File: src/core/pst_pkg.sv
// Constants and carrier types for the PLL, lane and trigger config bank
`default_nettype none
package pst_pkg;
    localparam logic [7:0] OFF_OSCILLATOR_BIAS_LEVEL  = 8'h3f;
    localparam logic [7:0] OFF_LANE_PE   = 8'h48;
    localparam logic [7:0] OFF_TRIG_CTRL = 8'h57;
    localparam logic [7:0] OFF_PLL_OVR   = 8'h58;

    localparam logic [7:0] RST_OSCILLATOR_BIAS_LEVEL  = 8'h4f;
    localparam logic [7:0] RST_LANE_PE   = 8'h00;
    localparam logic [7:0] RST_TRIG_CTRL = 8'h00;
    localparam logic [7:0] RST_PLL_OVR   = 8'h00;
    localparam logic [7:0] RD_UNMAPPED   = 8'h00;

    localparam int LANE_COUNT   = 8;
    localparam int BIAS_MSB     = 6;
    localparam int PE_MSB       = 3;
    localparam int TRIG_EN_BIT  = 7;
    localparam int TRIG_SEL_MSB = 2;
    localparam int OVR_EN_BIT   = 7;
    localparam int DSEL_MSB     = 5;
    localparam int DSEL_LSB     = 4;
    localparam int CSEL_MSB     = 3;
    localparam int CSEL_LSB     = 2;
    localparam int SE_BIT       = 1;
    localparam int SYN_EN_BIT   = 0;

    // Trigger output mode codes
    localparam logic [2:0] TRIG_UI16  = 3'h0;
    localparam logic [2:0] TRIG_UI32  = 3'h1;
    localparam logic [2:0] TRIG_UI64  = 3'h2;
    localparam logic [2:0] TRIG_TSTMP = 3'h3;

    // Divided reference select codes
    localparam logic [1:0] DREF_OFF  = 2'h0;
    localparam logic [1:0] DREF_DIV1 = 2'h1;
    localparam logic [1:0] DREF_DIV2 = 2'h2;
    localparam logic [1:0] DREF_DIV4 = 2'h3;

    typedef struct packed {
        logic       wr;
        logic       rd;
        logic [7:0] addr;
        logic [7:0] wdata;
    } pst_reg_req_t;

    typedef struct packed {
        logic       synth_enable;
        logic       single_ended_ref;
        logic [1:0] c_select;
        logic [1:0] d_select;
    } pst_pll_cfg_t;
endpackage
`default_nettype wire

File: src/core/pst_config_regs.sv
// Config register bank with trigger, lane and PLL control outputs
`timescale 1ns/1ps
`default_nettype none
module pst_config_regs (
    input  wire logic                  i_clk,
    input  wire logic                  i_rst,
    input  wire logic                  i_ce,
    input  wire pst_pkg::pst_reg_req_t i_req,
    output var  logic [7:0]            o_rd_data,
    output var  logic                  o_rd_valid,
    output var  logic [6:0]            o_oscillator_bias_level,
    output var  logic [31:0]           o_lane_preemphasis_level,
    output var  logic                  o_trig_out_enable,
    output var  logic [2:0]            o_trig_out_select,
    input  wire logic [2:0]            i_ser_div_taps,
    input  wire logic                  i_ser_reinit,
    input  wire logic                  i_timestamp_input,
    output var  logic                  o_receiver_ref_clock_out,
    input  wire pst_pkg::pst_pll_cfg_t i_pin_cfg,
    input  wire logic                  i_pll_ref_level,
    output var  pst_pkg::pst_pll_cfg_t o_pll_cfg,
    output var  logic                  o_divided_ref_output_c,
    output var  logic                  o_divided_ref_output_d
);
    logic [7:0] vco_q, vco_d;
    logic [7:0] pe_q, pe_d;
    logic [7:0] trig_q, trig_d;
    logic [7:0] ovr_q, ovr_d;
    logic [7:0] rdat_q, rdat_d;
    logic       rval_q, rval_d;

    // Register writes and read answer
    always_comb
    begin
        vco_d  = vco_q;
        pe_d   = pe_q;
        trig_d = trig_q;
        ovr_d  = ovr_q;
        rval_d = i_req.rd;
        rdat_d = pst_pkg::RD_UNMAPPED;
        if (i_req.wr)
        begin
            case (i_req.addr)
                pst_pkg::OFF_OSCILLATOR_BIAS_LEVEL:  vco_d  = i_req.wdata;
                pst_pkg::OFF_LANE_PE:   pe_d   = i_req.wdata;
                pst_pkg::OFF_TRIG_CTRL: trig_d = i_req.wdata;
                pst_pkg::OFF_PLL_OVR:   ovr_d  = i_req.wdata;
                default:                vco_d  = vco_q;
            endcase
        end
        if (i_req.rd)
        begin
            case (i_req.addr)
                pst_pkg::OFF_OSCILLATOR_BIAS_LEVEL:  rdat_d = vco_q;
                pst_pkg::OFF_LANE_PE:   rdat_d = pe_q;
                pst_pkg::OFF_TRIG_CTRL: rdat_d = trig_q;
                pst_pkg::OFF_PLL_OVR:   rdat_d = ovr_q;
                default:                rdat_d = pst_pkg::RD_UNMAPPED;
            endcase
        end
    end

    // Reserved bits are kept as written so reads echo them back
    always_ff @(posedge i_clk)
    begin
        if (i_rst)
        begin
            vco_q  <= pst_pkg::RST_OSCILLATOR_BIAS_LEVEL;
            pe_q   <= pst_pkg::RST_LANE_PE;
            trig_q <= pst_pkg::RST_TRIG_CTRL;
            ovr_q  <= pst_pkg::RST_PLL_OVR;
            rdat_q <= pst_pkg::RD_UNMAPPED;
            rval_q <= 1'b0;
        end
        else if (i_ce)
        begin
            vco_q  <= vco_d;
            pe_q   <= pe_d;
            trig_q <= trig_d;
            ovr_q  <= ovr_d;
            rdat_q <= rdat_d;
            rval_q <= rval_d;
        end
    end

    // Field outputs, one cycle behind the registers
    logic [6:0]  bias_q;
    logic [31:0] lanes_q, lanes_d;
    logic        ten_q;
    logic [2:0]  tsel_q;

    // one field fans to every lane
    genvar gl;
    generate
        for (gl = 0; gl < pst_pkg::LANE_COUNT; gl++)
        begin : g_lane
            assign lanes_d[gl*4 +: 4] = pe_q[pst_pkg::PE_MSB:0];
        end
    endgenerate

    // Trigger output mux
    logic trig_out_q, trig_out_d;
    logic [2:0] sel;
    always_comb
    begin
        sel        = trig_q[pst_pkg::TRIG_SEL_MSB:0];
        trig_out_d = 1'b0;
        case (sel)
            pst_pkg::TRIG_UI16:  trig_out_d = i_ser_div_taps[0];
            pst_pkg::TRIG_UI32:  trig_out_d = i_ser_div_taps[1];
            pst_pkg::TRIG_UI64:  trig_out_d = i_ser_div_taps[2];
            pst_pkg::TRIG_TSTMP: trig_out_d = i_timestamp_input;
            default:             trig_out_d = 1'b0;
        endcase
        if (sel <= pst_pkg::TRIG_UI64 && i_ser_reinit)
        begin
            trig_out_d = 1'b0;
        end
        if (!trig_q[pst_pkg::TRIG_EN_BIT])
        begin
            trig_out_d = 1'b0;
        end
    end

    // PLL override selection and divided reference
    pst_pkg::pst_pll_cfg_t cfg_q, cfg_d;
    logic [1:0] rcnt_q, rcnt_d;
    logic       rprev_q;
    logic       dc_q, dc_d, dd_q, dd_d;

    function automatic logic dref_tap(input logic [1:0] s,
                                      input logic       r,
                                      input logic [1:0] c);
        begin
            case (s)
                pst_pkg::DREF_DIV1: dref_tap = r;
                pst_pkg::DREF_DIV2: dref_tap = c[0];
                pst_pkg::DREF_DIV4: dref_tap = c[1];
                default:            dref_tap = 1'b0;
            endcase
        end
    endfunction

    always_comb
    begin
        if (ovr_q[pst_pkg::OVR_EN_BIT])
        begin
            cfg_d.synth_enable     = ovr_q[pst_pkg::SYN_EN_BIT];
            cfg_d.single_ended_ref = ovr_q[pst_pkg::SE_BIT];
            cfg_d.c_select = ovr_q[pst_pkg::CSEL_MSB:pst_pkg::CSEL_LSB];
            cfg_d.d_select = ovr_q[pst_pkg::DSEL_MSB:pst_pkg::DSEL_LSB];
        end
        else
        begin
            cfg_d = i_pin_cfg;
        end
        if (cfg_d.c_select == pst_pkg::DREF_OFF)
        begin
            cfg_d.d_select = pst_pkg::DREF_OFF;
        end
        // Count ref rising edges for divide by 2 and 4
        rcnt_d = rcnt_q;
        if (i_pll_ref_level && !rprev_q)
        begin
            rcnt_d = rcnt_q + 2'h1;
        end
        // No ref output while the synthesiser is off
        dc_d = cfg_q.synth_enable
               && dref_tap(cfg_q.c_select, i_pll_ref_level, rcnt_q);
        dd_d = cfg_q.synth_enable
               && dref_tap(cfg_q.d_select, i_pll_ref_level, rcnt_q);
    end

    // Output flops; everything freezes with the clock enable
    always_ff @(posedge i_clk)
    begin
        if (i_rst)
        begin
            bias_q     <= pst_pkg::RST_OSCILLATOR_BIAS_LEVEL[6:0];
            lanes_q    <= '0;
            ten_q      <= 1'b0;
            tsel_q     <= pst_pkg::TRIG_UI16;
            trig_out_q <= 1'b0;
            cfg_q      <= '0;
            rcnt_q     <= 2'h0;
            rprev_q    <= 1'b0;
            dc_q       <= 1'b0;
            dd_q       <= 1'b0;
        end
        else if (i_ce)
        begin
            bias_q     <= vco_q[pst_pkg::BIAS_MSB:0];
            lanes_q    <= lanes_d;
            ten_q      <= trig_q[pst_pkg::TRIG_EN_BIT];
            tsel_q     <= trig_q[pst_pkg::TRIG_SEL_MSB:0];
            trig_out_q <= trig_out_d;
            cfg_q      <= cfg_d;
            rcnt_q     <= rcnt_d;
            rprev_q    <= i_pll_ref_level;
            dc_q       <= dc_d;
            dd_q       <= dd_d;
        end
    end

    assign o_rd_data                = rdat_q;
    assign o_rd_valid               = rval_q;
    assign o_oscillator_bias_level  = bias_q;
    assign o_lane_preemphasis_level = lanes_q;
    assign o_trig_out_enable        = ten_q;
    assign o_trig_out_select        = tsel_q;
    assign o_receiver_ref_clock_out = trig_out_q;
    assign o_pll_cfg                = cfg_q;
    assign o_divided_ref_output_c   = dc_q;
    assign o_divided_ref_output_d   = dd_q;

    a_bias_write: assert property (@(posedge i_clk) disable iff (i_rst)
        i_ce && i_req.wr && i_req.addr == pst_pkg::OFF_OSCILLATOR_BIAS_LEVEL
        |=> vco_q == $past(i_req.wdata))
        else $error("bias register missed write");
    a_read_back: assert property (@(posedge i_clk) disable iff (i_rst)
        i_ce && i_req.rd && !i_req.wr && i_req.addr == pst_pkg::OFF_PLL_OVR
        |=> o_rd_valid && o_rd_data == ovr_q)
        else $error("read data differs from stored value");
    a_lanes_equal: assert property (@(posedge i_clk) disable iff (i_rst)
        o_lane_preemphasis_level == {8{o_lane_preemphasis_level[3:0]}})
        else $error("lanes differ in pre-emphasis");
    a_trig_off: assert property (@(posedge i_clk) disable iff (i_rst)
        i_ce && !trig_q[pst_pkg::TRIG_EN_BIT] |=> !o_receiver_ref_clock_out)
        else $error("trigger output active while disabled");
    a_trig_stamp: assert property (@(posedge i_clk) disable iff (i_rst)
        i_ce && trig_q == 8'h83 |=> o_receiver_ref_clock_out
        == $past(i_timestamp_input))
        else $error("timestamp mode not followed");
    a_reinit_drop: assert property (@(posedge i_clk) disable iff (i_rst)
        i_ce && i_ser_reinit && trig_q[2:0] <= 3'h2 |=> !o_receiver_ref_clock_out)
        else $error("trigger clock survived reinit");
    a_ovr_pins: assert property (@(posedge i_clk) disable iff (i_rst)
        i_ce && !ovr_q[7] && i_pin_cfg.c_select != 2'h0
        |=> o_pll_cfg == $past(i_pin_cfg))
        else $error("pin config not passed through");
    a_d_needs_c: assert property (@(posedge i_clk) disable iff (i_rst)
        o_divided_ref_output_d && $past(i_ce)
        |-> $past(o_pll_cfg.c_select) != 2'h0)
        else $error("D clock without C clock");
    a_ovr_reset: assert property (@(posedge i_clk)
        i_rst |=> ovr_q == 8'h00 && vco_q == 8'h4f)
        else $error("reset values wrong");
endmodule
`default_nettype wire

File: config.mk
export PLATFORM = sky130hd
export DESIGN_NAME = pst_config_regs
export DESIGN_NICKNAME = d
export VERILOG_FILES = /design/src/core/pst_pkg.sv /design/src/core/pst_config_regs.sv
export SDC_FILE = /design/constraint.sdc
export NUM_CORES = 1
export LEC_CHECK = 0
export BUFFER_PORTS_ARGS = -buffer_cell sky130_fd_sc_hd__buf_2
export CAP_MARGIN = 20
export CORE_MARGIN = 2
export CORE_UTILIZATION = 51
export CTS_CLUSTER_DIAMETER = 150
export DETAILED_ROUTE_END_ITERATION = 8
export PLACE_DENSITY_LB_ADDON = 0.12
export SYNTH_ARGS = -nofsm -noshare
export SYNTH_HDL_FRONTEND = slang
export SYNTH_SLANG_ARGS = --single-unit
File: constraint.sdc
create_clock -name i_clk -period 1.9 [get_ports i_clk]
set_clock_uncertainty 0.1 [all_clocks]
set_input_delay 0.285 -clock i_clk [delete_from_list [all_inputs] [get_ports i_clk]]
set_output_delay 0.285 -clock i_clk [all_outputs]
set_load 0.02 [all_outputs]
**Yosys cells after proc, flatten, opt, wreduce, memory -nomap -nowiden**

Index checks and enable logic that the tools add are counted.

- Add/sub/neg operators: 1
- $lt $le $gt $ge: 1
- Equality and inequality tests: 13
- Muxes and demuxes: 9
- Reduce and logical (&&, ||, !) cells: 12

Operators with widths:

| operator | count |
|---|---|
| $pmux 8 s4 | 1 |
| $eq 8x7->1 const B | 3 |
| $reduce_and 3->1 | 4 |
| $eq 2x2->1 const B | 4 |
| $eq 8x6->1 const B | 1 |
| $mux 8 | 1 |
| $eq 3x2->1 const B | 2 |
| $mux 6 | 1 |
| $pmux 1 s3 | 2 |
| $eq 2x1->1 const B | 2 |
| $logic_and 1x1->1 | 4 |
| $pmux 1 s4 | 1 |
| $eq 3x1->1 const B | 1 |
| $le 3x2->1 const B | 1 |
| $logic_not 3->1 | 1 |
| $add 2x1->2 const B | 1 |
| $logic_not 2->1 | 1 |
| $mux 1 | 2 |
| $mux 2 | 1 |
| $reduce_and 2->1 | 1 |
| $logic_not 1->1 | 1 |

- Flip-flop bits (word level): 96
- Output and inout port bits: 61
- Word-level logic and storage cells: 55

**Depth between registers and ports, before layout**

- Depth after elaboration: 4
- Mapped depth: 7
- Depth with buffers taken out: 4

**Worst setup path after synthesis**

No wires, ideal clock.

- Path kind: input to register
- Start point: in i_req[10] (netlist bit)
- End point: reg rdat_q[4] (netlist: o_rd_data[4])
- Library setup time: 0.069 ns
- Data arrival time: 1.308 ns
- Data required time: 1.731 ns
- Slack: 0.423 ns
- Stages on the path: 5
- Path buffers: 1
- Cells stage by stage: nor4b_2 > buf_4 > nand2_2 > a211o_4 > o21ai_1

- Cells in the longest elaborated chain, start to end: 3
- Elaborated cells between the ends (all ways): 6

Ends and longest elaborated chain:

| item | line | text |
|---|---|---|
| start, declared | pst_config_regs.sv:8 | `input wire pst_pkg::pst_reg_req_t i_req,` |
| $eq 8x7->1 or $eq 8x6->1 (tied branches) | pst_config_regs.sv:53 | `case (i_req.addr)` |
| $pmux 8 s4 * | pst_config_regs.sv:53 |  |
| $mux 8 * | pst_config_regs.sv:51 | `if (i_req.rd)` |
| end signal, assigned | pst_config_regs.sv:72 | `rdat_q <= pst_pkg::RD_UNMAPPED;` |
| end signal, assigned | pst_config_regs.sv:81 | `rdat_q <= rdat_d;` |
| end, declared | pst_config_regs.sv:29 | `logic [7:0] rdat_q, rdat_d;` |

Mark *: on every way between the ends. The rest lies on a longest branch, timed or not.
A chain may end at the register's enable or synchronous reset.

**Worst setup path in the final report**

- Start point: reg trig_q[0]
- End point: reg trig_out_q (netlist: o_receiver_ref_clock_out)

- Cells in the longest elaborated chain, start to end: 4
- Elaborated cells between the ends (all ways): 9

Ends and longest elaborated chain:

| item | line | text |
|---|---|---|
| start, declared | pst_config_regs.sv:27 | `logic [7:0] trig_q, trig_d;` |
| start signal, assigned | pst_config_regs.sv:70 | `trig_q <= pst_pkg::RST_TRIG_CTRL;` |
| start signal, assigned | pst_config_regs.sv:79 | `trig_q <= trig_d;` |
| $eq 3x2->1 (tied with other cells) | pst_config_regs.sv:108 | `case (sel)` |
| $pmux 1 s4 or $logic_and 1x1->1 (tied branches) | pst_config_regs.sv:108, pst_config_regs.sv:115 |  |
| $mux 1 * | pst_config_regs.sv:115 | `if (sel <= pst_pkg::TRIG_UI64 && i_ser_reinit)` |
| $mux 1 * | pst_config_regs.sv:119 | `if (!trig_q[pst_pkg::TRIG_EN_BIT])` |
| end signal, assigned | pst_config_regs.sv:196 | `trig_out_q <= trig_out_d;` |
| end, declared | pst_config_regs.sv:102 | `logic trig_out_q, trig_out_d;` |

Marked as above.

==> results by group <==
STA
  – Max-slew violations: 0
  – F_max: 672 MHz
  – RSZ-0062 raised after global routing: no
  – Minimum clock period after layout: 1.49 ns
  – Post-route worst setup slack: 0.413 ns
  – Final hold viol count: 0
  – Setup TNS: 0 ns
  – Setup Viol. Count Final: 0
  – Relative slew slack: 0.625
  – Final worst-path cycle share: 0.783
  – Worst-Margin Slew: 0.561 ns

Worst setup path
  – Register-to-Register Path Depth: 4
  – CP Launch Type: flip-flop
  – Crit path kind: reg -> reg
  – CP Buf/Inv Count: 0
  – Crit path arrival time: 1.67 ns
  – CP max stage cell: or3b_2
  – RR Startpoint: trig_q[0]
  – Crit path cell chain: or3b_2, a21boi_0, o2111ai_1, a21oi_1
  – CP max stage delay: 0.48 ns
  – CP max FO: 6
  – Critical path launch point: trig_q[0]
  – Setup slack, reg-to-reg: 0.41 ns
  – CP delay by family, top: simple AND/OR/NAND/NOR gates
  – Setup crit end kind: flip-flop
  – Reg-to-reg critical path endpoint: o_receiver_ref_clock_out
  – Worst endpoint required time: 2.08 ns

Global route
  – Total global routing overflow: 0
  – Initial antenna violation count: 0
  – Largest net degree at the start of global routing: 29
  – First-pass GRT wire length: 11.6 mm
  – Vias in the first global route: 2,348
  – Global Route Usage Sum: 0.232

Clock tree
  – CTS max path bufs: 2
  – CTS Hold Buffers Added: 0
  – CTS tree: yes
  – Clk sinks: 68
  – Root Driver: clkbuf_8
  – Setup Buffers After CTS: 0
  – Num CTS Buffers: 9
  – Cts repair resizes: 0
  – Worst-path clk slew: 0.07 ns
  – H-tree depth: 3
  – Worst-Skew Late Latency: 0.34 ns

Final layout
  – Fin area: 3630 um^2
  – Layout cell share with drive strength beyond 1: 0.326
  – Fin util: 0.618
  – Final nets: 415
  – P&R area growth vs syn: 17.9%
  – Final std cells w/o fill: 461
  – Diodes inserted: 0

Synthesis
  – Yosys synthesis warning count: 0
  – Post-Syn Area: 3080 um^2
  – Post-Syn Nets: 350
  – Synth Instances: 317
  – Seq/Total Area, Yosys: 0.442
  – Synth Flop Type: dfxtp_1
  – Async S/R FF share, synth: 0
  – Netlist cell types: 41
  – Yosys reg bits: 68
  – EDFF count, synth: 0
  – Syn Area/Cell: 9.72 um^2

Power
  – Static leakage: 1.67 nW
  – Max VDD drop: 0.440 mV
  – Pwr/cell area: 792 nW/um^2

Floorplanning
  – Die Ht: 81.7 um
  – Chip Width: 81.7 um
  – Starting Density: 0.524
  – # IOs: 94
  – Die area: 6680 um^2
  – Num rows: 28
  – Total core area: 5890 um^2

Drt
  – Routed via count: 2,522
  – Post-route DRC: 0
  – Routed WL per cell: 15.7 um
  – Drt first-iter violations: 325
  – ANT nets after route: 0
  – DR vias/cell: 5.47
  – Iteration count of the initial detailed-routing pass: 4
  – Total Wirelength: 7.25 mm

Min path
  – Hold Crit Class: in -> reg
  – Hold Path Stages: 3
  – Worst Hold End: vco_q[4]
  – Min-delay src: i_req[4]

Job
  – Max-Cap Viols: 0

Placement
  – RePlAce Congestion: 0.861
  – PortBufs: 93
  – HPWL Detailed: 5.24 mm
  – Worst slack at placement: 0.109 ns
  – Placed cell area: 3430 um^2
  – Inst Count DP: 446

Status
  – Status: completed
[layout make-up]
type,count,area (um^2)
clock buffers,14,173
multi-input cells,199,1410
flip-flops and latches,68,1360
inverters,1,3.75
clock inverters,1,30.0
repair buffers,103,566
fillers,536,2250
well taps,75,93.8
[worst max path at each step]
| stage | end | slack (ns) | cells after the start |
|---|---|---|---|
| after floorplan | o_rd_data[4] | 0.42 | 5 |
| after global placement | o_rd_data[5] | 0.16 | 6 |
| after detailed placement | pe_q[6] | 0.11 | 5 |
| after CTS | o_receiver_ref_clock_out | 0.41 | 4 |
| after global routing | o_receiver_ref_clock_out | 0.32 | 4 |
| final | o_receiver_ref_clock_out | 0.41 | 4 |
[registers in the layout, summed over array words and instances, names as in the netlist]
name,count
rprev_q,1
o_rd_data,8
o_trig_out_select,3
ovr_q,8
o_lane_preemphasis_level,4
o_receiver_ref_clock_out,1
rcnt_q,2
o_divided_ref_output_c,1
o_oscillator_bias_level,7
vco_q,8
o_divided_ref_output_d,1
pe_q,8
o_pll_cfg,6
o_rd_valid,1
trig_q,8
o_trig_out_enable,1
[cell usage after synthesis (all sizes together) (2+ instances only)]
master / instances / area, um^2
or3b: 2 / 17.5
and3: 8 / 50.1
nand2: 14 / 55.1
mux2: 2 / 22.5
a21oi: 8 / 40.0
o21ai: 9 / 45.0
a211o: 11 / 105
buf: 40 / 275
nor4b: 2 / 23.8
a222oi: 8 / 80.1
nor2b: 7 / 43.8
nand3: 3 / 20.0
mux2i: 46 / 460
nand2b: 5 / 31.3
nor2: 45 / 169
and4b: 2 / 20.0
clkbuf: 9 / 33.8
a22o: 8 / 70.1
nor3b: 2 / 15.0
a211oi: 4 / 30.0
and2: 2 / 12.5
dfxtp: 68 / 1360
[where the power goes]
group,internal [W],switching (W),total [W]
sequential,0.00144,0.0000141,0.00146
combinational,0.0000806,0.000122,0.000203
clock,0.000708,0.000510,0.00122
total,0.00223,0.000647,0.00288
[tightest hold or removal path: cells and delay by family]
kind	cells	cell delay (ns)
buf+inv	1	0.12
simple gates	1	0.07
mux	1	0.07
[per-stage QoR]
step	hold WS [ns]	power, W
after global placement	0.338	0.00169
after floorplan	0.329	0.00160
final	0.134	0.00288
after detailed placement	0.341	0.00169
after global routing	0.139	0.00299
after CTS	0.125	0.00290
[routing by layer]
layer,GRT usage,vias up,wire length (um)
li1,-,1228,-
met1,0.305,1187,3280
met2,0.359,92,3370
met3,0.0780,15,463
met4,0.0783,0,133
met5,0,-,0
[placed cells by master, fill, tap and decap left out, types with 2 or more instances in the layout]
| cell | Yosys | layout |
|---|---|---|
| a21oi_1 | 8 | 8 |
| or3b_2 | 2 | 2 |
| dfxtp_1 | 68 | 68 |
| buf_4 | 31 | 8 |
| a22o_1 | 8 | 8 |
| nor2b_1 | 7 | 7 |
| a211oi_1 | 4 | 4 |
| nand2b_1 | 5 | 5 |
| and4b_1 | 2 | 2 |
| buf_2 | 7 | 93 |
| buf_12 | 0 | 2 |
| and2_1 | 2 | 2 |
| nand2_1 | 13 | 13 |
| o21ai_1 | 8 | 8 |
| nand3_1 | 2 | 2 |
| nor3b_1 | 2 | 2 |
| clkbuf_1 | 9 | 2 |
| and3_1 | 8 | 8 |
| nor2_1 | 45 | 45 |
| a211o_1 | 10 | 10 |
| a222oi_1 | 8 | 8 |
| mux2_2 | 2 | 2 |
| clkbuf_8 | 0 | 12 |
| mux2i_1 | 46 | 46 |
[logic make-up after synthesis]
| group | synth area share |
|---|---|
| XOR/XNOR | 0.00284 |
| multiplexers | 0.157 |
| AO/OA/AOI/OAI | 0.131 |
| buffers and inverters | 0.101 |
| AND/OR/NAND/NOR | 0.166 |
| flip-flops | 0.442 |
Power figures use the tool's default switching activity.
